**config.mk**
```make
export PLATFORM = sky130hd
export DESIGN_NAME = flash_cmd_host
export DESIGN_NICKNAME = d
export VERILOG_FILES = /design/src/hw/flash_host_pkg.sv /design/src/hw/flash_bus_cycle.sv /design/src/hw/flash_cmd_host.sv
export SDC_FILE = /design/constraint.sdc
export NUM_CORES = 1
export LEC_CHECK = 0
export ABC_AREA = 0
export BUFFER_PORTS_ARGS = -buffer_cell sky130_fd_sc_hd__buf_2
export CORE_MARGIN = 8
export CORE_UTILIZATION = 45
export DETAILED_ROUTE_END_ITERATION = 10
export MAX_ROUTING_LAYER = met4
export PLACE_DENSITY_LB_ADDON = 0.1
export SLEW_MARGIN = 25
export SYNTH_ARGS = -nofsm -noshare
export SYNTH_HDL_FRONTEND = slang
export SYNTH_SLANG_ARGS = --single-unit
```
**constraint.sdc**
```tcl
create_clock -name ref_clk -period 3.2 [get_ports ref_clk]
set_input_delay 0.32 -clock ref_clk [delete_from_list [all_inputs] [get_ports ref_clk]]
set_output_delay 0.32 -clock ref_clk [all_outputs]
set_load 0.005 [all_outputs]
```
**src/hw/flash_host_pkg.sv**
```systemverilog
// What this block does
// - Erase resume only from read array mode
// - Resume continues programming; host must resume
// - Program is four writes, last latches
// - Failure holds status until F0 reset
// - Never write FF except as program data; follow with F0
// - Read/Reset: single F0 or three-cycle form
// - Auto select: AA, 55, 90 at bank
// - Chip erase six writes; block erase repeatable
// - Suspend B0, resume 30, CFI 98
// - Unlock bypass drops two unlock writes
package flash_host_pkg;

  // ************************************************************
  // Widths and bus addresses
  // ************************************************************
  localparam int ADDR_W = 24;
  localparam int DATA_W = 8;
  localparam logic [11:0] UNLOCK_A_LOW = 12'haaa;
  localparam logic [ADDR_W-1:0] UNLOCK_A = 24'h000aaa;
  localparam logic [ADDR_W-1:0] UNLOCK_B = 24'h000555;

  // ************************************************************
  // Command codes written on the data pins
  // ************************************************************
  localparam logic [DATA_W-1:0] CODE_UNLOCK_A = 8'haa;
  localparam logic [DATA_W-1:0] CODE_UNLOCK_B = 8'h55;
  localparam logic [DATA_W-1:0] CODE_PROGRAM  = 8'ha0;
  localparam logic [DATA_W-1:0] CODE_ERASE    = 8'h80;
  localparam logic [DATA_W-1:0] CODE_CHIP     = 8'h10;
  localparam logic [DATA_W-1:0] CODE_BLOCK    = 8'h30;
  localparam logic [DATA_W-1:0] CODE_RESUME   = 8'h30;
  localparam logic [DATA_W-1:0] CODE_SUSPEND  = 8'hb0;
  localparam logic [DATA_W-1:0] CODE_AUTOSEL  = 8'h90;
  localparam logic [DATA_W-1:0] CODE_CFI      = 8'h98;
  localparam logic [DATA_W-1:0] CODE_RESET    = 8'hf0;

  // ************************************************************
  // Status bit positions
  // ************************************************************
  localparam int TOGGLE_BIT = 6;
  localparam int ERROR_BIT  = 5;

  // ************************************************************
  // Timing
  // ************************************************************
  localparam int CLK_PERIOD_NS = 4;
  localparam int T_SETUP_NS    = 10;
  localparam int T_PULSE_NS    = 35;
  localparam int T_ACCESS_NS   = 80;
  localparam int T_HOLD_NS     = 30;
  localparam int T_RST_LOW_NS  = 500;
  localparam int T_RST_REC_NS  = 50;
  localparam int SETUP_CYC  = (T_SETUP_NS + CLK_PERIOD_NS - 1) / CLK_PERIOD_NS;
  localparam int PULSE_CYC  = (T_PULSE_NS + CLK_PERIOD_NS - 1) / CLK_PERIOD_NS;
  localparam int ACCESS_CYC = (T_ACCESS_NS + CLK_PERIOD_NS - 1) / CLK_PERIOD_NS;
  localparam int HOLD_CYC   = (T_HOLD_NS + CLK_PERIOD_NS - 1) / CLK_PERIOD_NS;
  localparam int RST_LOW_CYC = (T_RST_LOW_NS + CLK_PERIOD_NS - 1) / CLK_PERIOD_NS;
  localparam int RST_REC_CYC = (T_RST_REC_NS + CLK_PERIOD_NS - 1) / CLK_PERIOD_NS;
  localparam int POLL_LIMIT_DEFAULT = 1000000;

  // ************************************************************
  // Types
  // ************************************************************
  typedef enum logic [3:0] {
    CMD_READ, CMD_RESET, CMD_RESET3, CMD_AUTOSEL, CMD_PROGRAM, CMD_CHIP_ERASE,
    CMD_BLOCK_ERASE, CMD_BLOCK_ADD, CMD_SUSPEND, CMD_RESUME, CMD_CFI, CMD_PIN_RESET
  } cmd_t;

  typedef struct packed {
    cmd_t              cmd;
    logic [ADDR_W-1:0] addr;
    logic [DATA_W-1:0] data;
    logic              bypass;
    logic              more;
  } hostReq_t;

  typedef struct packed {
    logic [DATA_W-1:0] data;
    logic              fail;
  } hostRsp_t;

  typedef struct packed {
    logic              write;
    logic [ADDR_W-1:0] addr;
    logic [DATA_W-1:0] data;
  } busCycle_t;

endpackage

```
**src/hw/flash_bus_cycle.sv**
```systemverilog
`timescale 1ns/1ns
module flash_bus_cycle (
  input  wire logic                                ref_clk,
  input  wire logic                                rst_b,
  input  wire logic                                req,
  input  wire flash_host_pkg::busCycle_t           cyc,
  output logic                                     done,
  output logic [flash_host_pkg::DATA_W-1:0]        rdata,
  output logic [flash_host_pkg::ADDR_W-1:0]        flashAddr,
  output logic [flash_host_pkg::DATA_W-1:0]        dqOut,
  output logic                                     dqOeB,
  input  wire logic [flash_host_pkg::DATA_W-1:0]   dqIn,
  output logic                                     ceB,
  output logic                                     oeB,
  output logic                                     weB
);

  typedef enum logic [1:0] {E_IDLE, E_SETUP, E_STROBE, E_HOLD} phase_t;

  phase_t                            phase, next_phase;
  logic [7:0]                        cnt, next_cnt;
  logic                              isWrite, next_isWrite;
  logic                              next_done;
  logic [flash_host_pkg::DATA_W-1:0] next_rdata, next_dqOut;
  logic [flash_host_pkg::ADDR_W-1:0] next_flashAddr;
  logic                              next_dqOeB, next_ceB, next_oeB, next_weB;

  // ************************************************************
  // One asynchronous bus cycle: setup, strobe, hold
  // ************************************************************
  always_comb begin
    next_phase     = phase;
    next_cnt       = cnt + 8'h01;
    next_isWrite   = isWrite;
    next_done      = 1'b0;
    next_rdata     = rdata;
    next_flashAddr = flashAddr;
    next_dqOut     = dqOut;
    next_dqOeB     = dqOeB;
    next_ceB       = ceB;
    next_oeB       = oeB;
    next_weB       = weB;
    unique case (phase)
      E_IDLE: begin
        next_cnt = 8'h00;
        if (req) begin
          next_phase     = E_SETUP;
          next_isWrite   = cyc.write;
          next_flashAddr = cyc.addr;
          next_dqOut     = cyc.data;
          next_dqOeB     = !cyc.write; // Drive data only on writes
          next_ceB       = 1'b0;
        end
      end
      E_SETUP: begin
        if (cnt == 8'(flash_host_pkg::SETUP_CYC - 1)) begin
          next_phase = E_STROBE;
          next_cnt   = 8'h00;
          next_weB   = !isWrite;
          next_oeB   = isWrite;
        end
      end
      E_STROBE: begin
        if (isWrite ? (cnt == 8'(flash_host_pkg::PULSE_CYC - 1))
                    : (cnt == 8'(flash_host_pkg::ACCESS_CYC - 1))) begin
          next_phase = E_HOLD;
          next_cnt   = 8'h00;
          next_weB   = 1'b1; // Rising edge latches the write
          next_oeB   = 1'b1;
          if (!isWrite) begin
            next_rdata = dqIn;
          end
        end
      end
      E_HOLD: begin
        if (cnt == 8'(flash_host_pkg::HOLD_CYC - 1)) begin
          next_phase = E_IDLE;
          next_ceB   = 1'b1;
          next_dqOeB = 1'b1;
          next_done  = 1'b1;
        end
      end
    endcase
  end

  // Registers
  always_ff @(posedge ref_clk or negedge rst_b) begin
    if (!rst_b) begin
      phase     <= E_IDLE;
      cnt       <= 8'h00;
      isWrite   <= 1'b0;
      done      <= 1'b0;
      rdata     <= '0;
      flashAddr <= '0;
      dqOut     <= '0;
      dqOeB     <= 1'b1;
      ceB       <= 1'b1;
      oeB       <= 1'b1;
      weB       <= 1'b1;
    end else begin
      phase     <= next_phase;
      cnt       <= next_cnt;
      isWrite   <= next_isWrite;
      done      <= next_done;
      rdata     <= next_rdata;
      flashAddr <= next_flashAddr;
      dqOut     <= next_dqOut;
      dqOeB     <= next_dqOeB;
      ceB       <= next_ceB;
      oeB       <= next_oeB;
      weB       <= next_weB;
    end
  end

endmodule

```
**src/hw/flash_cmd_host.sv**
```systemverilog
`timescale 1ns/1ns
module flash_cmd_host #(
  parameter int POLL_LIMIT = flash_host_pkg::POLL_LIMIT_DEFAULT
) (
  input  wire logic                                ref_clk,
  input  wire logic                                rst_b,
  input  wire logic                                cmdValid,
  input  wire flash_host_pkg::hostReq_t            cmdReq,
  output logic                                     cmdReady,
  output logic                                     rspValid,
  output flash_host_pkg::hostRsp_t                 rsp,
  output logic                                     suspended,
  output logic [flash_host_pkg::ADDR_W-1:0]        flashAddr,
  output logic [flash_host_pkg::DATA_W-1:0]        dqOut,
  output logic                                     dqOeB,
  input  wire logic [flash_host_pkg::DATA_W-1:0]   dqIn,
  output logic                                     ceB,
  output logic                                     oeB,
  output logic                                     weB,
  output logic                                     rpB
);

  // Elaboration check on the poll ceiling
  if (POLL_LIMIT < 2) begin : g_bad_limit
    $error("POLL_LIMIT must be at least 2");
  end

  typedef enum logic [3:0] {
    ST_IDLE, ST_PRE, ST_WR, ST_RD, ST_POLL_A, ST_POLL_B, ST_VERIFY, ST_FIX,
    ST_PIN_LOW, ST_PIN_REC, ST_ANSWER
  } state_t;

  // ************************************************************
  // Command sequence tables
  // ************************************************************
  // Bank address with the low unlock offset
  function automatic logic [flash_host_pkg::ADDR_W-1:0] bankAaa(
    input logic [flash_host_pkg::ADDR_W-1:0] a);
    bankAaa = {a[flash_host_pkg::ADDR_W-1:12], flash_host_pkg::UNLOCK_A_LOW};
  endfunction

  // Number of write cycles of a command
  function automatic logic [2:0] seqLen(input flash_host_pkg::hostReq_t r);
    unique case (r.cmd)
      flash_host_pkg::CMD_RESET3, flash_host_pkg::CMD_AUTOSEL: seqLen = 3'd3;
      flash_host_pkg::CMD_PROGRAM:      seqLen = r.bypass ? 3'd2 : 3'd4;
      flash_host_pkg::CMD_CHIP_ERASE,
      flash_host_pkg::CMD_BLOCK_ERASE:  seqLen = 3'd6;
      default:                          seqLen = 3'd1;
    endcase
  endfunction

  // Address and data of write cycle idx; FF only when the program data of the request is FF
  function automatic flash_host_pkg::busCycle_t seqStep(
    input flash_host_pkg::hostReq_t r, input logic [2:0] idx);
    logic [2:0] eff;
    eff = (r.cmd == flash_host_pkg::CMD_PROGRAM && r.bypass) ? idx + 3'd2 : idx;
    seqStep = '{write: 1'b1, addr: r.addr, data: flash_host_pkg::CODE_RESET};
    unique case (r.cmd)
      flash_host_pkg::CMD_SUSPEND: seqStep.data = flash_host_pkg::CODE_SUSPEND;
      flash_host_pkg::CMD_RESUME:  seqStep.data = flash_host_pkg::CODE_RESUME;
      flash_host_pkg::CMD_BLOCK_ADD: seqStep.data = flash_host_pkg::CODE_BLOCK;
      flash_host_pkg::CMD_CFI: begin
        seqStep.addr = bankAaa(r.addr);
        seqStep.data = flash_host_pkg::CODE_CFI;
      end
      flash_host_pkg::CMD_RESET: ;
      default: begin
        unique case (eff)
          3'd0, 3'd3: begin
            // Fourth program write carries the target data, not an unlock
            if (eff == 3'd3 && r.cmd == flash_host_pkg::CMD_PROGRAM) begin
              seqStep.data = r.data;
            end else begin
              seqStep.addr = flash_host_pkg::UNLOCK_A;
              seqStep.data = flash_host_pkg::CODE_UNLOCK_A;
            end
          end
          3'd1, 3'd4: begin
            seqStep.addr = flash_host_pkg::UNLOCK_B;
            seqStep.data = flash_host_pkg::CODE_UNLOCK_B;
          end
          3'd2: begin
            seqStep.addr = flash_host_pkg::UNLOCK_A;
            if (r.cmd == flash_host_pkg::CMD_PROGRAM) begin
              seqStep.data = flash_host_pkg::CODE_PROGRAM;
            end else if (r.cmd == flash_host_pkg::CMD_AUTOSEL) begin
              seqStep.addr = bankAaa(r.addr);
              seqStep.data = flash_host_pkg::CODE_AUTOSEL;
            end else if (r.cmd == flash_host_pkg::CMD_RESET3) begin
              seqStep.addr = r.addr;
            end else begin
              seqStep.data = flash_host_pkg::CODE_ERASE;
            end
          end
          default: begin
            if (r.cmd == flash_host_pkg::CMD_PROGRAM) begin
              seqStep.data = r.data;
            end else if (r.cmd == flash_host_pkg::CMD_CHIP_ERASE) begin
              seqStep.addr = flash_host_pkg::UNLOCK_A;
              seqStep.data = flash_host_pkg::CODE_CHIP;
            end else begin
              seqStep.data = flash_host_pkg::CODE_BLOCK;
            end
          end
        endcase
      end
    endcase
  endfunction

  // Commands that start an operation the host must poll
  function automatic logic needsPoll(input flash_host_pkg::hostReq_t r);
    unique case (r.cmd)
      flash_host_pkg::CMD_PROGRAM, flash_host_pkg::CMD_CHIP_ERASE,
      flash_host_pkg::CMD_SUSPEND, flash_host_pkg::CMD_RESUME: needsPoll = 1'b1;
      flash_host_pkg::CMD_BLOCK_ERASE, flash_host_pkg::CMD_BLOCK_ADD: needsPoll = !r.more;
      default: needsPoll = 1'b0;
    endcase
  endfunction

  // ************************************************************
  // Sequencer state
  // ************************************************************
  state_t                            state, next_state;
  flash_host_pkg::hostReq_t          req, next_req;
  logic [2:0]                        idx, next_idx;
  logic [31:0]                       cnt, next_cnt;
  logic [flash_host_pkg::DATA_W-1:0] first, next_first;
  logic                              autoSel, next_autoSel;
  logic                              cfiMode, next_cfiMode;
  logic                              busReq, next_busReq;
  flash_host_pkg::busCycle_t         busCyc, next_busCyc;
  logic                              next_cmdReady, next_rspValid, next_suspended, next_rpB;
  flash_host_pkg::hostRsp_t          next_rsp;
  logic                              busDone;
  logic [flash_host_pkg::DATA_W-1:0] busData;
  logic                              toggled;

  assign toggled = first[flash_host_pkg::TOGGLE_BIT] != busData[flash_host_pkg::TOGGLE_BIT];

  // Next state of the command sequencer
  always_comb begin
    next_state     = state;
    next_req       = req;
    next_idx       = idx;
    next_cnt       = cnt;
    next_first     = first;
    next_autoSel   = autoSel;
    next_cfiMode   = cfiMode;
    next_busReq    = 1'b0;
    next_busCyc    = busCyc;
    next_cmdReady  = 1'b0;
    next_rspValid  = 1'b0;
    next_rsp       = rsp;
    next_suspended = suspended;
    next_rpB       = rpB;
    unique case (state)
      ST_IDLE: begin
        next_cmdReady = 1'b1;
        if (cmdValid && cmdReady) begin
          next_cmdReady = 1'b0;
          next_req      = cmdReq;
          next_idx      = 3'd0;
          next_cnt      = '0;
          next_rsp      = '{data: '0, fail: 1'b0};
          next_busReq   = 1'b1;
          if (cmdReq.cmd == flash_host_pkg::CMD_PIN_RESET) begin
            next_busReq = 1'b0;
            next_rpB    = 1'b0;
            next_state  = ST_PIN_LOW;
          end else if (cmdReq.cmd == flash_host_pkg::CMD_READ) begin
            next_busCyc = '{write: 1'b0, addr: cmdReq.addr, data: '0};
            next_state  = ST_RD;
          end else if (cmdReq.cmd == flash_host_pkg::CMD_RESUME && (autoSel || cfiMode)) begin
            next_busCyc = '{write: 1'b1, addr: cmdReq.addr,
                            data: flash_host_pkg::CODE_RESET};
            next_state  = ST_PRE;
          end else begin
            next_busCyc = seqStep(cmdReq, 3'd0);
            next_state  = ST_WR;
          end
        end
      end
      ST_PRE: begin
        if (busDone) begin
          // Leave CFI first, then auto select, then resume
          if (cfiMode) begin
            next_cfiMode = 1'b0;
          end else begin
            next_autoSel = 1'b0;
          end
          next_busReq = 1'b1;
          if (cfiMode && autoSel) begin
            next_busCyc = '{write: 1'b1, addr: req.addr, data: flash_host_pkg::CODE_RESET};
          end else begin
            next_busCyc = seqStep(req, 3'd0);
            next_state  = ST_WR;
          end
        end
      end
      ST_WR: begin
        if (busDone) begin
          if (idx != seqLen(req) - 3'd1) begin
            next_idx    = idx + 3'd1;
            next_busReq = 1'b1;
            next_busCyc = seqStep(req, idx + 3'd1);
          end else begin
            // Track the read mode the device now sits in
            unique case (req.cmd)
              flash_host_pkg::CMD_AUTOSEL: next_autoSel = 1'b1;
              flash_host_pkg::CMD_CFI:     next_cfiMode = 1'b1;
              flash_host_pkg::CMD_RESET, flash_host_pkg::CMD_RESET3: begin
                if (cfiMode) begin
                  next_cfiMode = 1'b0;
                end else begin
                  next_autoSel = 1'b0;
                end
              end
              default: ;
            endcase
            if (needsPoll(req)) begin
              next_busReq = 1'b1;
              next_busCyc = '{write: 1'b0, addr: req.addr, data: '0};
              next_state  = ST_POLL_A;
            end else begin
              next_state = ST_ANSWER;
            end
          end
        end
      end
      ST_RD: begin
        if (busDone) begin
          next_rsp.data = busData;
          next_state    = ST_ANSWER;
        end
      end
      ST_POLL_A: begin
        if (busDone) begin
          next_first  = busData;
          next_busReq = 1'b1;
          next_state  = ST_POLL_B;
        end
      end
      ST_POLL_B: begin
        if (busDone) begin
          next_cnt = cnt + 32'd1;
          if (!toggled) begin
            // Toggle stopped: done, suspended, or ignored on a protected block
            next_suspended = req.cmd == flash_host_pkg::CMD_SUSPEND;
            next_rsp.data  = busData;
            if (req.cmd == flash_host_pkg::CMD_PROGRAM) begin
              next_busReq = 1'b1;
              next_state  = ST_VERIFY;
            end else begin
              next_state = ST_ANSWER;
            end
          end else if ((first[flash_host_pkg::ERROR_BIT] && busData[flash_host_pkg::ERROR_BIT])
                       || cnt == 32'(POLL_LIMIT - 1)) begin
            next_rsp.fail = 1'b1;
            next_busReq   = 1'b1;
            next_busCyc   = '{write: 1'b1, addr: req.addr,
                              data: flash_host_pkg::CODE_RESET};
            next_state    = ST_FIX;
          end else begin
            next_busReq = 1'b1;
            next_state  = ST_POLL_A;
          end
        end
      end
      ST_VERIFY: begin
        if (busDone) begin
          next_rsp.data = busData;
          // A one that the target asked for cannot be set by programming
          next_rsp.fail = busData != req.data;
          next_state    = ST_ANSWER;
        end
      end
      ST_FIX: begin
        if (busDone) begin
          next_state = ST_ANSWER;
        end
      end
      ST_PIN_LOW: begin
        next_cnt = cnt + 32'd1;
        if (cnt == 32'(flash_host_pkg::RST_LOW_CYC - 1)) begin
          next_rpB       = 1'b1;
          next_cnt       = '0;
          next_autoSel   = 1'b0;
          next_cfiMode   = 1'b0;
          next_suspended = 1'b0;
          next_state     = ST_PIN_REC;
        end
      end
      ST_PIN_REC: begin
        next_cnt = cnt + 32'd1;
        if (cnt == 32'(flash_host_pkg::RST_REC_CYC - 1)) begin
          next_state = ST_ANSWER;
        end
      end
      ST_ANSWER: begin
        next_rspValid = 1'b1;
        next_state    = ST_IDLE;
      end
    endcase
  end

  // Registers
  always_ff @(posedge ref_clk or negedge rst_b) begin
    if (!rst_b) begin
      state     <= ST_IDLE;
      req       <= '0;
      idx       <= 3'd0;
      cnt       <= '0;
      first     <= '0;
      autoSel   <= 1'b0;
      cfiMode   <= 1'b0;
      busReq    <= 1'b0;
      busCyc    <= '0;
      cmdReady  <= 1'b0;
      rspValid  <= 1'b0;
      rsp       <= '0;
      suspended <= 1'b0;
      rpB       <= 1'b1;
    end else begin
      state     <= next_state;
      req       <= next_req;
      idx       <= next_idx;
      cnt       <= next_cnt;
      first     <= next_first;
      autoSel   <= next_autoSel;
      cfiMode   <= next_cfiMode;
      busReq    <= next_busReq;
      busCyc    <= next_busCyc;
      cmdReady  <= next_cmdReady;
      rspValid  <= next_rspValid;
      rsp       <= next_rsp;
      suspended <= next_suspended;
      rpB       <= next_rpB;
    end
  end

  // ************************************************************
  // Pin-level bus cycle engine
  // ************************************************************
  flash_bus_cycle u_bus (
    .ref_clk   (ref_clk),
    .rst_b     (rst_b),
    .req       (busReq),
    .cyc       (busCyc),
    .done      (busDone),
    .rdata     (busData),
    .flashAddr (flashAddr),
    .dqOut     (dqOut),
    .dqOeB     (dqOeB),
    .dqIn      (dqIn),
    .ceB       (ceB),
    .oeB       (oeB),
    .weB       (weB)
  );

endmodule

```
; ---- Word level (Yosys, flattened, before mapping)
; Index checks and enable logic that the tools add are counted.
[word_totals]
input_bits = 49
reg_bits = 189
output_inout_bits = 49
[op_classes]
n_bitwise = 1
mux = 145
n_eq_ne = 80
n_reduce_logical = 64
addsub = 5
[op_table]
columns = op, n
row1 = $mux 33, 10
row2 = $pmux 32 s3, 3
row3 = $mux 24, 11
row4 = $mux 32, 7
row5 = $pmux 24 s2, 3
row6 = $pmux 33 s4, 1
row7 = $pmux 32 s4, 1
row8 = $pmux 8 s4, 4
row9 = $mux 8, 11
row10 = $mux 4, 14
row11 = $eq 4x3->1 const B, 11
row12 = $eq 4x4->1 const B, 10
row13 = $mux 1, 39
row14 = $pmux 4 s9, 1
row15 = $add 32x1->32 const B, 1
row16 = $eq 32x20->1 const B, 1
row17 = $eq 32x4->1 const B, 1
row18 = $eq 32x7->1 const B, 1
row19 = $mux 9, 3
row20 = $reduce_or 2->1, 13
row21 = $eq 4x2->1 const B, 6
row22 = $ne 2x2->1 const B, 12
row23 = $pmux 8 s3, 1
row24 = $reduce_and 6->1, 4
row25 = 49 further kinds, 126

; ---- Longest topological paths before layout
; Gate-level depths: netlist of the first run.
[logic_depth]
word_depth = 14
depth_mapped = 13

; ---- Hierarchy
; A second synthesis of the first run with hierarchy kept.
[hier_totals]
hier_cells = 1087
area_unflattened_um2 = 10178.5
[by_module_without_submodules]
columns = module, n_inst, area_each_um2, cells_per_inst, seq_area_each_um2
row1 = flash_cmd_host, 1, 7754.9, 912, 3204.3
row2 = flash_bus_cycle, 1, 2423.6, 175, 1406.3

; ---- Least setup slack after synthesis of the first run
; OpenSTA, ideal clock, no wires.
[synth_path]
path_kind = register to register
startpoint = register req[1] (netlist bit)
endpoint = register state[0]
stages_incl_launch_ff = 13
setup_ns = 0.125
arrival_time_ns = 3.126
path_slack_ns = -0.051
t_required_ns = 3.075
synth_period_minus_slack_ns = 3.251
cell_sequence = dfrtp_1 -> buf_2 -> buf_1 -> o21ai_0 -> a221o_1 -> ha_1 -> xor2_1 -> nor4b_4 -> a211o_1 -> buf_6 -> o21ai_1 -> or4b_4 -> mux2_4
[synth_via]
elab_chain_cells = 8
[synth_lines]
columns = element, line
row1 = "start, declared", flash_cmd_host.sv:125  ; flash_host_pkg::hostReq_t req, next_req;
row2 = "start signal, assigned", flash_cmd_host.sv:326  ; req <= next_req;
row3 = $mux 3, flash_cmd_host.sv:46  ; flash_host_pkg::CMD_PROGRAM: seqLen = r.bypass ? 3'd2 : 3'd4;
row4 = $pmux 3 s3, flash_cmd_host.sv:44  ; unique case (r.cmd)
row5 = $mux 3, flash_cmd_host.sv:202  ; if (busDone) begin
row6 = $mux 3, flash_cmd_host.sv:157  ; unique case (state)
row7 = $sub 3x1->3, flash_cmd_host.sv:203  ; if (idx != seqLen(req) - 3'd1) begin
row8 = $ne 3x3->1, flash_cmd_host.sv:203
row9 = $ne 2x2->1 (no line), --
row10 = $reduce_and 10->1 (no line), --
row11 = "end signal, assigned", flash_cmd_host.sv:325  ; state <= next_state;
row12 = "end, declared", flash_cmd_host.sv:124  ; state_t state, next_state;
; No other way between the ends. The select of a mux whose other input is x is not followed.
; A chain may end at the register's enable or synchronous reset.

; ---- Worst setup path after layout of the first run
[layout_path]
startpoint = register req[35] (netlist bit)
endpoint = register busCyc[11] (netlist bit)
[layout_via]
elab_chain_cells = 11
elab_cells_between_ends = 61
cone_classes = 1 x add/sub / 20 x eq/ne / 25 x mux / 15 x reduce/logical
[layout_lines]
columns = element, line
row1 = "parallel branches: the longest is 11 deep, another holds $sub 3x1->3", --
row2 = "end signal, assigned", flash_cmd_host.sv:333  ; busCyc <= next_busCyc;
row3 = "end, declared", flash_cmd_host.sv:132  ; flash_host_pkg::busCycle_t busCyc, next_busCyc;
; Parallel ways; which one is timed is not known. The select of a mux whose other input is x is not followed.

==> results.sh, run 1 <==
export IMPL_yosys_cell_count_top_type="nand2_1"
export IMPL_ys_top_cells_by_count="nand2_1, dfrtp_1, a21oi_1, nor2_1, o21ai_0"
export IMPL_fin_total_pwr_w=0.00457
export IMPL_fin_crit_sh_pct=94.8
export IMPL_synth_flop_cell="dfrtp_1"
export IMPL_finalHoldViolCount=0
export IMPL_peakVddDrop_v=0.000319
export IMPL_cap_violations=0
export IMPL_fin_crit_ps=3030
export IMPL_crit_path_end="busCyc[11]$_DFFE_PN0P_"
export IMPL_first_global_vias=9051
export IMPL_leakagePower_nw=5.61
export IMPL_drc=0
export IMPL_via_per_inst=5.78
export IMPL_drt_wirelength_per_cell_um=18.9
export IMPL_yosys_top_cells_area="dfrtp_1, nand2_1, mux2_2, a21oi_1, o21ai_0"
export IMPL_synthArstFlopShare_pct=100
export IMPL_grt_overflow_total=0
export IMPL_cts_buffers=17
export IMPL_ff2ff_path_depth=10
export IMPL_critPathSlowestCell="dfrtp_1"
export IMPL_grt_max_degree=67
export IMPL_row_count=56
export IMPL_synth_edf_count=0
export IMPL_avgSynthCellArea_sq_um=9.15
export IMPL_dr_first_iter_drc_count=677
export IMPL_syn_instance_count=1161
export IMPL_ys_ff_latch=184
export IMPL_worstPathArrival_ps=3380
export IMPL_path_cells="and2_1 > a221o_1 > ha_1 > xor2_1 > o2111a_1 > a211o_1 > buf_4 > nor4b_4 > a31oi_1 > a211oi_1"
export IMPL_cp_required_ps=3540
export IMPL_slew_headroom_pct=55.1
export IMPL_synth_top_area_share_pct=42.2
export IMPL_yosysSeqAreaShare_pct=43.4
export IMPL_synth_nets=1220
export IMPL_insertion_delay_ps=440
export IMPL_grtUsageTotal_pct=21.9
export IMPL_fin_skew_ps=15.3
export IMPL_hp_start="cmdReq[4]"
export IMPL_cts_sinks=184
export IMPL_setup_viol=0
export IMPL_start_util_pct=45.5
export IMPL_critPathLaunchType="flop"
export IMPL_tritoncts="done"
export IMPL_die_h_um=170
export IMPL_drive_gt1_share_pct=22.8
export IMPL_routed_wl_mm=30.3
export IMPL_clk_pin_slew_worst_paths_ps=70
export IMPL_io_buffers=97
export IMPL_powerDensity_nw_per_um2=373
export IMPL_holdCritPathClass="input pin to flop"
export IMPL_setup_worst_path_end_class="flop"
export IMPL_r2r_start="req[35]$_DFFE_PN0P_"
export IMPL_yosys_warnings=0
export IMPL_dr_pass1_iters=5
export IMPL_ios=98
export IMPL_cp_max_fo=9
export IMPL_ant_nets=0
export IMPL_outcome="complete, no violations"
export IMPL_fp_dieArea_sq_um=28800
export IMPL_tns_ps=0
export IMPL_synth_cell_type_count=92
export IMPL_place_gp_congestion=0.919
export IMPL_drv_slew=0
export IMPL_slowest_delay_ps=430
export IMPL_crit_start="req[35]$_DFFE_PN0P_"
export IMPL_synth_area_sq_um=10600
export IMPL_core_sq_um=23300
export IMPL_antenna_found_initial=1
export IMPL_area_delta_synth_final_pct=15.5
export IMPL_cts_buffer_depth=2
export IMPL_fmax_mhz=330
export IMPL_h_tree_depth=4
export IMPL_grt_pass1_wl_mm=49.6
export IMPL_critPathKind="flop to flop"
export IMPL_rsz0062_at_grt="true"
export IMPL_place_hpwl_mm=21.8
export IMPL_reg2reg_slack_ps=170
export IMPL_tightest_slew_ps=673
export IMPL_yosys_area_top_type="dfrtp_1"
export IMPL_routed_via_count=9246
export IMPL_fin_nets=1325
export IMPL_clock_root_buffer="clkbuf_16"
export IMPL_r2r_end="busCyc[11]$_DFFE_PN0P_"
export IMPL_die_w_um=170
## critical path, delay by kind of cell (launching register included)
family	cells	cell delay [ps]
AOI/OAI and AO/OA	5	1210
and+or+nand+nor	2	630
adders and majority gates	1	290
xor gates and xnor gates	1	180
buffers and inverters	1	200
DFF	1	430
## cell families (layout without fill, tap and decap cells)
group	after synthesis	in the layout	synth area share, %
AO/OA/AOI/OAI	323	323	20.6
adder cells (fa/ha/maj)	10	10	1.18
buffers and inverters	101	219	4.32
XOR/XNOR	46	46	4.00
AND/OR/NAND/NOR	445	445	20.9
flip-flops	184	184	43.4
multiplexers	52	52	5.61
other	0	1	0
## cell type report
cell class | count | area (sq um)
fill | 2223 | 11100
multi-input combinational | 876 | 5570
sequential | 184 | 4610
timing repair buffer | 163 | 1020
clock buffer | 17 | 425
tap | 319 | 399
clock inverter | 15 | 154
inverter | 24 | 90.1
antenna | 1 | 2.50
## registers in the layout, indices dropped and copies added, names as in the netlist, 2 cells and up
signal	count
busCyc	33
cnt	32
first	2
idx	3
req	38
rsp	9
state	4
u_bus.cnt	8
u_bus.dqOut	8
u_bus.flashAddr	24
u_bus.phase	2
u_bus.rdata	8
## per-stage QoR
step / hold slack (ps) / setup WS, ps / std cells / cell area [sq um] / util [%]
after floorplan: 24.4 / 63.2 / 1161 / 10600 / -
after global placement: 335 / 132 / 1564 / 11700 / 50.0
after detailed placement: 332 / 59.3 / 1564 / 11700 / 50.0
after CTS: 65.0 / 46.6 / 1597 / 12300 / 52.5
after global routing: 88.1 / -39.7 / 1599 / 12300 / 52.6
final: 81.8 / 167 / 1599 / 12300 / 52.6
## routing by layer
layer	GRT usage, %	wire (um)
met1	30.0	14100
met2	33.7	14300
met3	3.14	1450
met4	5.16	466
met5	-	0
## layout by cell type (no fill, tap or decap), types with 17 or more instances in the layout
cell type / instances
a21oi_1: 79
a31oi_1: 31
buf_2: 96
buf_4: 63
clkbuf_16: 17
dfrtp_1: 179
inv_1: 23
mux2_2: 48
nand2_1: 188
nand3_1: 38
nor2_1: 73
nor3_1: 26
o21ai_0: 65
xnor2_1: 29
## worst min path at each step
stage | endpoint | slack, ps | depth (start not counted)
6_report | req[4]$_DFFE_PN0P_ | 80 | 3
5_1_grt | req[29]$_DFFE_PN0P_ | 90 | 3
4_1_cts | req[29]$_DFFE_PN0P_ | 60 | 3
3_5_place_dp | u_bus.cnt[6]$_DFF_PN0_ | 330 | 1
3_3_place_gp | u_bus.cnt[6]$_DFF_PN0_ | 330 | 1
2_1_floorplan | autoSel$_DFFE_PN0P_ | 20 | 0
## power breakdown
group | switching, W | total, W | internal [W]
Clock | 0.00104 | 0.00209 | 0.00104
Combinational | 0.000100 | 0.000152 | 0.0000516
Sequential | 0.00000657 | 0.00234 | 0.00233
## what timing repair did
item | in CTS | in global routing
endpoints found under the setup margin | 0 | 27
setup buffers | 0 | 1
hold buffers | 1 | 0
resized for setup | 0 | 2
endpoints found under the hold margin | 51 | 0
Note: power is estimated with default switching activity, not from simulation.
==> inputs of run 2 (changes only) <==
--- a/config.mk
+++ b/config.mk
@@ -10,6 +10,7 @@
 export CORE_MARGIN = 8
 export CORE_UTILIZATION = 45
 export DETAILED_ROUTE_END_ITERATION = 10
+export GPL_TIMING_DRIVEN = 0
 export MAX_ROUTING_LAYER = met4
 export PLACE_DENSITY_LB_ADDON = 0.1
 export SLEW_MARGIN = 25
==> constraint.sdc (replaced) <==
create_clock -name ref_clk -period 2.8 [get_ports ref_clk]
set_input_delay 0.28 -clock ref_clk [delete_from_list [all_inputs] [get_ports ref_clk]]
set_output_delay 0.28 -clock ref_clk [all_outputs]
set_load 0.005 [all_outputs]
==> run 2 against run 1 <==
- the flow now finishes with violations (setup timing)
- routed wire length increased by 10%
- clock skew shrank 1.0 ps
- fmax decreased by 1.8%
- sequential power grew 14%
- via count rose by 4.8%
- global-route usage is 2.4 points higher
- utilization up 3.6 points
- die area stayed put
- largest cell class unchanged
==> results.sh, run 2 (synthesis results as in run 1) <==
export IMPL_place_gp_congestion=0.983
export IMPL_tritoncts="done"
export IMPL_final_common_cell="nand2_1"
export IMPL_leakagePower_nw=5.86
export IMPL_outcome="finished with violations"
export IMPL_top_register="req"
export IMPL_h_tree_depth=4
export IMPL_multi_input_area_sq_um=6030
export IMPL_finalHoldViolCount=0
export IMPL_grt_pass1_wl_mm=54.0
export IMPL_failed_checks="setup timing"
export IMPL_cts_buffers=17
export IMPL_fin_crit_ps=3090
export IMPL_register_area_sq_um=4610
export IMPL_row_count=56
export IMPL_powerDensity_nw_per_um2=405
export IMPL_first_global_vias=9612
export IMPL_drc=0
export IMPL_critPathLaunchType="flop"
export IMPL_fin_skew_ps=14.2
export IMPL_place_hpwl_mm=23.9
export IMPL_stdcell_area_sq_um=13100
export IMPL_top_regs="req: 38 flops, busCyc: 33 flops, cnt: 32 flops"
export IMPL_cap_violations=0
export IMPL_fin_nets=1366
export IMPL_insertion_delay_ps=440
export IMPL_drive_gt1_share_pct=28.0
export IMPL_final_cell_mix="nand2_1, dfrtp_1, buf_2"
export IMPL_area_delta_synth_final_pct=23.3
export IMPL_drt_wirelength_per_cell_um=20.4
export IMPL_tightest_slew_ps=871
export IMPL_cp_required_ps=3120
export IMPL_die_w_um=170
export IMPL_worstPathArrival_ps=3410
export IMPL_grt_overflow_total=0
export IMPL_ios=98
export IMPL_dr_pass1_iters=5
export IMPL_hold_worst_slack_ps=32.2
export IMPL_setup_slack_ps=-290
export IMPL_clock_root_buffer="clkbuf_16"
export IMPL_ant_nets=0
export IMPL_routed_via_count=9687
export IMPL_core_sq_um=23300
export IMPL_clk_pin_slew_worst_paths_ps=80
export IMPL_cp_max_fo=10
export IMPL_fin_crit_sh_pct=110
export IMPL_grt_max_degree=71
export IMPL_nFillCells=2159
export IMPL_critPathKind="flop to flop"
export IMPL_setup_viol=39
export IMPL_rsz0062_at_grt="true"
export IMPL_fp_dieArea_sq_um=28800
export IMPL_antenna_found_initial=1
export IMPL_dpl_cell_area_sq_um=11600
export IMPL_peakVddDrop_v=0.000396
export IMPL_io_buffers=95
export IMPL_dr_first_iter_drc_count=709
export IMPL_cts_buffer_depth=2
export IMPL_via_per_inst=5.91
export IMPL_slew_headroom_pct=41.1
export IMPL_grtUsageTotal_pct=24.3
export IMPL_start_util_pct=45.5
export IMPL_die_h_um=170
export IMPL_holdCritPathClass="input pin to flop"
export IMPL_drv_slew=0
export IMPL_largest_register_ffs=38
export IMPL_cts_sinks=184
export IMPL_routed_wl_mm=33.5
export IMPL_fmax_mhz=324
export IMPL_setup_worst_path_end_class="flop"
[run 2: metrics by stage]
stage | power [W] | util, % | worst slack, ps | setup TNS (ps) | cells
floorplan | 0.00277 | - | -239 | -991 | 1161
global placement | 0.00289 | 49.5 | -1690 | -322900 | 1575
detailed placement | 0.00290 | 49.7 | -699 | -24060 | 1577
CTS | 0.00535 | 54.2 | -308 | -5570 | 1637
global route | 0.00547 | 56.2 | -376 | -10680 | 1640
finish | 0.00530 | 56.2 | -290 | -7200 | 1640
[run 2: layer usage]
metal / wire [um] / global-route usage (%) / vias to the layer above / share of wire, %
met5: 0 / - / - / 0
met4: 794 / 6.62 / 0 / 2.4
met3: 1920 / 4.19 / 53 / 5.7
met2: 15400 / 37.1 / 339 / 46
met1: 15300 / 32.8 / 4765 / 46
li1: - / - / 4530 / -
[run 2: report_power, final]
part           internal (W)  switching, W  total (W)
Clock               0.00121       0.00125    0.00246
Combinational     0.0000606      0.000119   0.000179
Sequential          0.00266    0.00000606    0.00267
Total               0.00393       0.00137    0.00530
[run 2: worst max-delay path, stage by stage, from the launching register on]
cell and delay, ps:
dfrtp_1 380, buf_4 200, o21ai_4 70, a221o_1 360, ha_4 310, xor2_4 180
nor4b_4 320, a211o_4 230, o21ai_2 60, or4b_4 540, mux2_4 320
[run 2: layout make-up]
class                      count  share of cell area (%)
tap                          319                    3.05
multi-input combinational    877                    46.0
inverter                      24                   0.697
timing repair buffer         130                    7.00
buffer                        73                    3.39
sequential                   184                    35.2
antenna                        1                  0.0191
clock inverter                15                    1.35
clock buffer                  17                    3.25
[run 2: repair_timing]
action / in CTS / in global routing
setup buffers: 26 / 2
hold endpoints to repair: 47 / 0
gates cloned: 3 / 2
gates resized for setup: 48 / 92
hold buffers: 1 / 0
pin swaps: 17 / 23
endpoints found under the setup margin: 52 / 76
[run 2: final timing paths]
kind / from / endpoint / slack, ps / depth (start not counted)
setup / recovery: req[36]$_DFFE_PN0P_ / state[0]$_DFFE_PN0P_ / -290 / 10
hold / removal: cmdReq[27] / req[27]$_DFFE_PN0P_ / 30 / 3
setup reg to reg: req[36]$_DFFE_PN0P_ / state[0]$_DFFE_PN0P_ / -290 / 10
hold reg to reg: req[33]$_DFFE_PN0P_ / req[33]$_DFFE_PN0P_ / 480 / 2
max in group asynchronous: rst_b / rpB$_DFFE_PN1P_ / 1760 / 3
min in group asynchronous: rst_b / u_bus.cnt[7]$_DFF_PN0_ / 350 / 2
==> inputs of run 3 (changes only) <==
--- a/config.mk
+++ b/config.mk
@@ -16,4 +16,5 @@
 export SLEW_MARGIN = 25
 export SYNTH_ARGS = -nofsm -noshare
 export SYNTH_HDL_FRONTEND = slang
+export SYNTH_HIERARCHICAL = 1
 export SYNTH_SLANG_ARGS = --single-unit
==> run 3 against run 2 <==
- the flow still finishes with violations (setup timing)
- via count shrank 8.0%
- synthesized cell count shrank 6.4%
- clock power is essentially flat
- final cell count shrank 5.9%
- combinational power shrank 28%
- global-route usage shrank 2.1 points
- register-to-register slack lost 40 ps
- die area shrank 3.8%
- setup slack lost 35 ps
- non-clock buffer count grew 1
- total power shrank 1.4%
- worst hold slack gained 26 ps
- critical endpoint is now busCyc[11]$_DFFE_PN0P_
- largest cell class unchanged
- highest routed layer unchanged
==> results.sh, run 3 <==
export IMPL_instances_no_fill=1544
export IMPL_yosysSeqAreaShare_pct=45.3
export IMPL_dpl_cell_area_sq_um=11200
export IMPL_drv_slew=0
export IMPL_ant_nets=0
export IMPL_worstPathArrival_ps=3460
export IMPL_insertion_delay_ps=430
export IMPL_top_regs="req: 38 flops, busCyc: 33 flops, cnt: 32 flops"
export IMPL_grt_max_degree=83
export IMPL_outcome="finished with violations"
export IMPL_row_count=55
export IMPL_cap_violations=0
export IMPL_critPathKind="flop to flop"
export IMPL_yosys_warnings=6
export IMPL_top_register="req"
export IMPL_place_hpwl_mm=21.4
export IMPL_rsz0062_at_grt="true"
export IMPL_synth_simple_gate_area_share_pct=20.1
export IMPL_crit_buf_inv=6
export IMPL_avgSynthCellArea_sq_um=9.36
export IMPL_largest_register_ffs=38
export IMPL_synthXorXnorAreaFrac_pct=3.96
export IMPL_cp_max_fo=5
export IMPL_fin_skew_ps=13.7
export IMPL_syn_instance_count=1087
export IMPL_yosys_cell_count_top_type="dfrtp_1"
export IMPL_stdcell_area_sq_um=13000
export IMPL_grt_overflow_total=0
export IMPL_yosys_area_top_type="dfrtp_1"
export IMPL_ys_top_cells_by_count="dfrtp_1, nand2_1, nor2_1, o21ai_0, mux2_2"
export IMPL_yosys_top_cells_area="dfrtp_1, mux2_2, nand2_1, nor2_1, o21ai_0"
export IMPL_muxShareOfSynthArea_pct=7.47
export IMPL_core_sq_um=22400
export IMPL_leakagePower_nw=6.04
export IMPL_drc=0
export IMPL_clock_root_buffer="clkbuf_16"
export IMPL_final_cell_mix="dfrtp_1, nand2_1, buf_2"
export IMPL_peakVddDrop_v=0.000351
export IMPL_holdCritPathClass="input pin to flop"
export IMPL_tightest_slew_ps=917
export IMPL_synth_cell_type_count=83
export IMPL_critPathSlowestCell="dfrtp_1"
export IMPL_dp_cells=1469
export IMPL_crit_family="buffers and inverters"
export IMPL_die_w_um=166
export IMPL_dr_first_iter_drc_count=723
export IMPL_synthArstFlopShare_pct=100
export IMPL_synth_compound_area_share_pct=17.9
export IMPL_fmax_mhz=320
export IMPL_io_buffers=95
export IMPL_fin_total_pwr_w=0.00523
export IMPL_slew_headroom_pct=38.5
export IMPL_final_common_cell="dfrtp_1"
export IMPL_slowest_delay_ps=390
export IMPL_antenna_found_initial=1
export IMPL_synth_adder_area_share_pct=1.35
export IMPL_synth_top_family_by_area="simple AND/OR/NAND/NOR gates"
export IMPL_place_gp_congestion=0.946
export IMPL_critPathLaunchType="flop"
export IMPL_cts_buffer_depth=2
export IMPL_fin_crit_sh_pct=112
export IMPL_ys_ff_latch=184
export IMPL_first_global_vias=9102
export IMPL_synth_flop_cell="dfrtp_1"
export IMPL_setup_worst_path_end_class="flop"
export IMPL_drive_gt1_share_pct=30.2
export IMPL_die_h_um=166
export IMPL_setup_viol=42
export IMPL_synth_area_sq_um=10200
export IMPL_tritoncts="done"
export IMPL_start_util_pct=45.4
export IMPL_dr_pass1_iters=5
export IMPL_cp_required_ps=3140
export IMPL_path_cells="buf_6 > clkbuf_16 > a31oi_1 > o21ai_1 > ha_2 > xnor2_4 > buf_6 > nor4b_4 > a21oi_4 > nor2_4 > a2111oi_4 > buf_4 > buf_6 > buf_6 > o211a_4 > a221oi_2"
export IMPL_fin_crit_ps=3130
export IMPL_synth_edf_count=0
export IMPL_clk_pin_slew_worst_paths_ps=70
export IMPL_h_tree_depth=4
export IMPL_path_common_cell="buf_6"
export IMPL_powerDensity_nw_per_um2=403
export IMPL_area_delta_synth_final_pct=27.4
export IMPL_synth_nets=1147
export IMPL_cts_buffers=17
export IMPL_setup_slack_ps=-325
export IMPL_routed_via_count=8915
export IMPL_failed_checks="setup timing"
export IMPL_fin_nets=1305
export IMPL_finalHoldViolCount=0
export IMPL_fp_dieArea_sq_um=27700
export IMPL_grtUsageTotal_pct=22.2
export IMPL_drt_wirelength_per_cell_um=19.4
export IMPL_grt_pass1_wl_mm=48.6
export IMPL_synth_top_area_share_pct=44.0
export IMPL_cts_sinks=184
export IMPL_via_per_inst=5.77
export IMPL_ios=98
export IMPL_routed_wl_mm=30.0
## run 3: cell count changes after synthesis, moves of 15 or more
cell     before  now
a21oi_1      80   58
xnor2_1      29   14
nand2_1     188  134
mux2_2       48   64
xor2_1       15   32
nor2_1       74   92
## run 3: cell families (layout without fill, tap and decap cells)
| family | count (synthesis) | in the layout |
|---|---|---|
| multiplexers | 68 | 68 |
| other | 0 | 1 |
| adder cells (fa/ha/maj) | 11 | 11 |
| flip-flops | 184 | 184 |
| AO/OA/AOI/OAI | 271 | 271 |
| XOR/XNOR | 46 | 46 |
| AND/OR/NAND/NOR | 412 | 412 |
| buffers and inverters | 95 | 266 |
## run 3: final timing paths
| kind | slack, ps | cells after the start | to | start |
|---|---|---|---|---|
| setup / recovery | -330 | 16 | busCyc[11]$_DFFE_PN0P_ | req[34]$_DFFE_PN0P_ |
| hold / removal | 60 | 3 | req[7]$_DFFE_PN0P_ | cmdReq[7] |
| setup reg to reg | -330 | 16 | busCyc[11]$_DFFE_PN0P_ | req[34]$_DFFE_PN0P_ |
| hold reg to reg | 480 | 2 | rsp[3]$_DFFE_PN0P_ | rsp[3]$_DFFE_PN0P_ |
| max in group asynchronous | 1780 | 3 | req[35]$_DFFE_PN0P_ | rst_b |
| min in group asynchronous | 280 | 2 | rsp[5]$_DFFE_PN0P_ | rst_b |
## run 3: per-layer routing
metal / vias up / routed length, um / track usage (%)
met2: 246 / 14500 / 35.2
met1: 4373 / 13200 / 27.9
met3: 48 / 1550 / 4.33
li1: 4248 / - / -
met5: - / 0 / -
met4: 0 / 744 / 7.83
## run 3: cell type report
class | instances | area, sq um
fillers | 1990 | 9460
multi-input cells | 808 | 5850
flip-flops and latches | 184 | 4610
repair buffers | 142 | 1000
plain buffers | 62 | 442
clock buffers | 18 | 439
well taps | 285 | 357
clock inverters | 14 | 149
inverters | 30 | 113
diodes | 1 | 2.50
## run 3: report_power, final
group	leakage, nW	switching (W)	internal [W]
Clock	0.290	0.00115	0.00129
Combinational	3.33	0.0000878	0.0000409
Sequential	2.42	0	0.00266
Total	6.04	0.00124	0.00399
## run 3: per-stage QoR
stage / setup TNS (ps) / setup WS [ps] / hold WS, ps / utilization (%)
final: -9610 / -325 / 58.2 / 57.8
after global routing: -17090 / -451 / 61.2 / 57.8
after CTS: -10540 / -359 / 43.4 / 54.5
after detailed placement: -45220 / -938 / 151 / 50.0
after global placement: -356990 / -1720 / 465 / 49.7
after floorplan: -47.7 / -23.9 / -15.6 / -
## run 3: repair_timing
| item | 4_1_cts | 5_1_grt |
|---|---|---|
| gates resized for setup | 52 | 130 |
| hold buffers | 1 | 0 |
| hold endpoints to repair | 23 | 0 |
| cloned | 0 | 3 |
| setup buffers | 23 | 22 |
| pin swaps | 14 | 24 |
| endpoints found under the setup margin | 107 | 99 |
## run 3: worst min-delay path, cell delays in order
cell and delay, ps:
buf_2 90, nand2_1 40, nand2_1 50
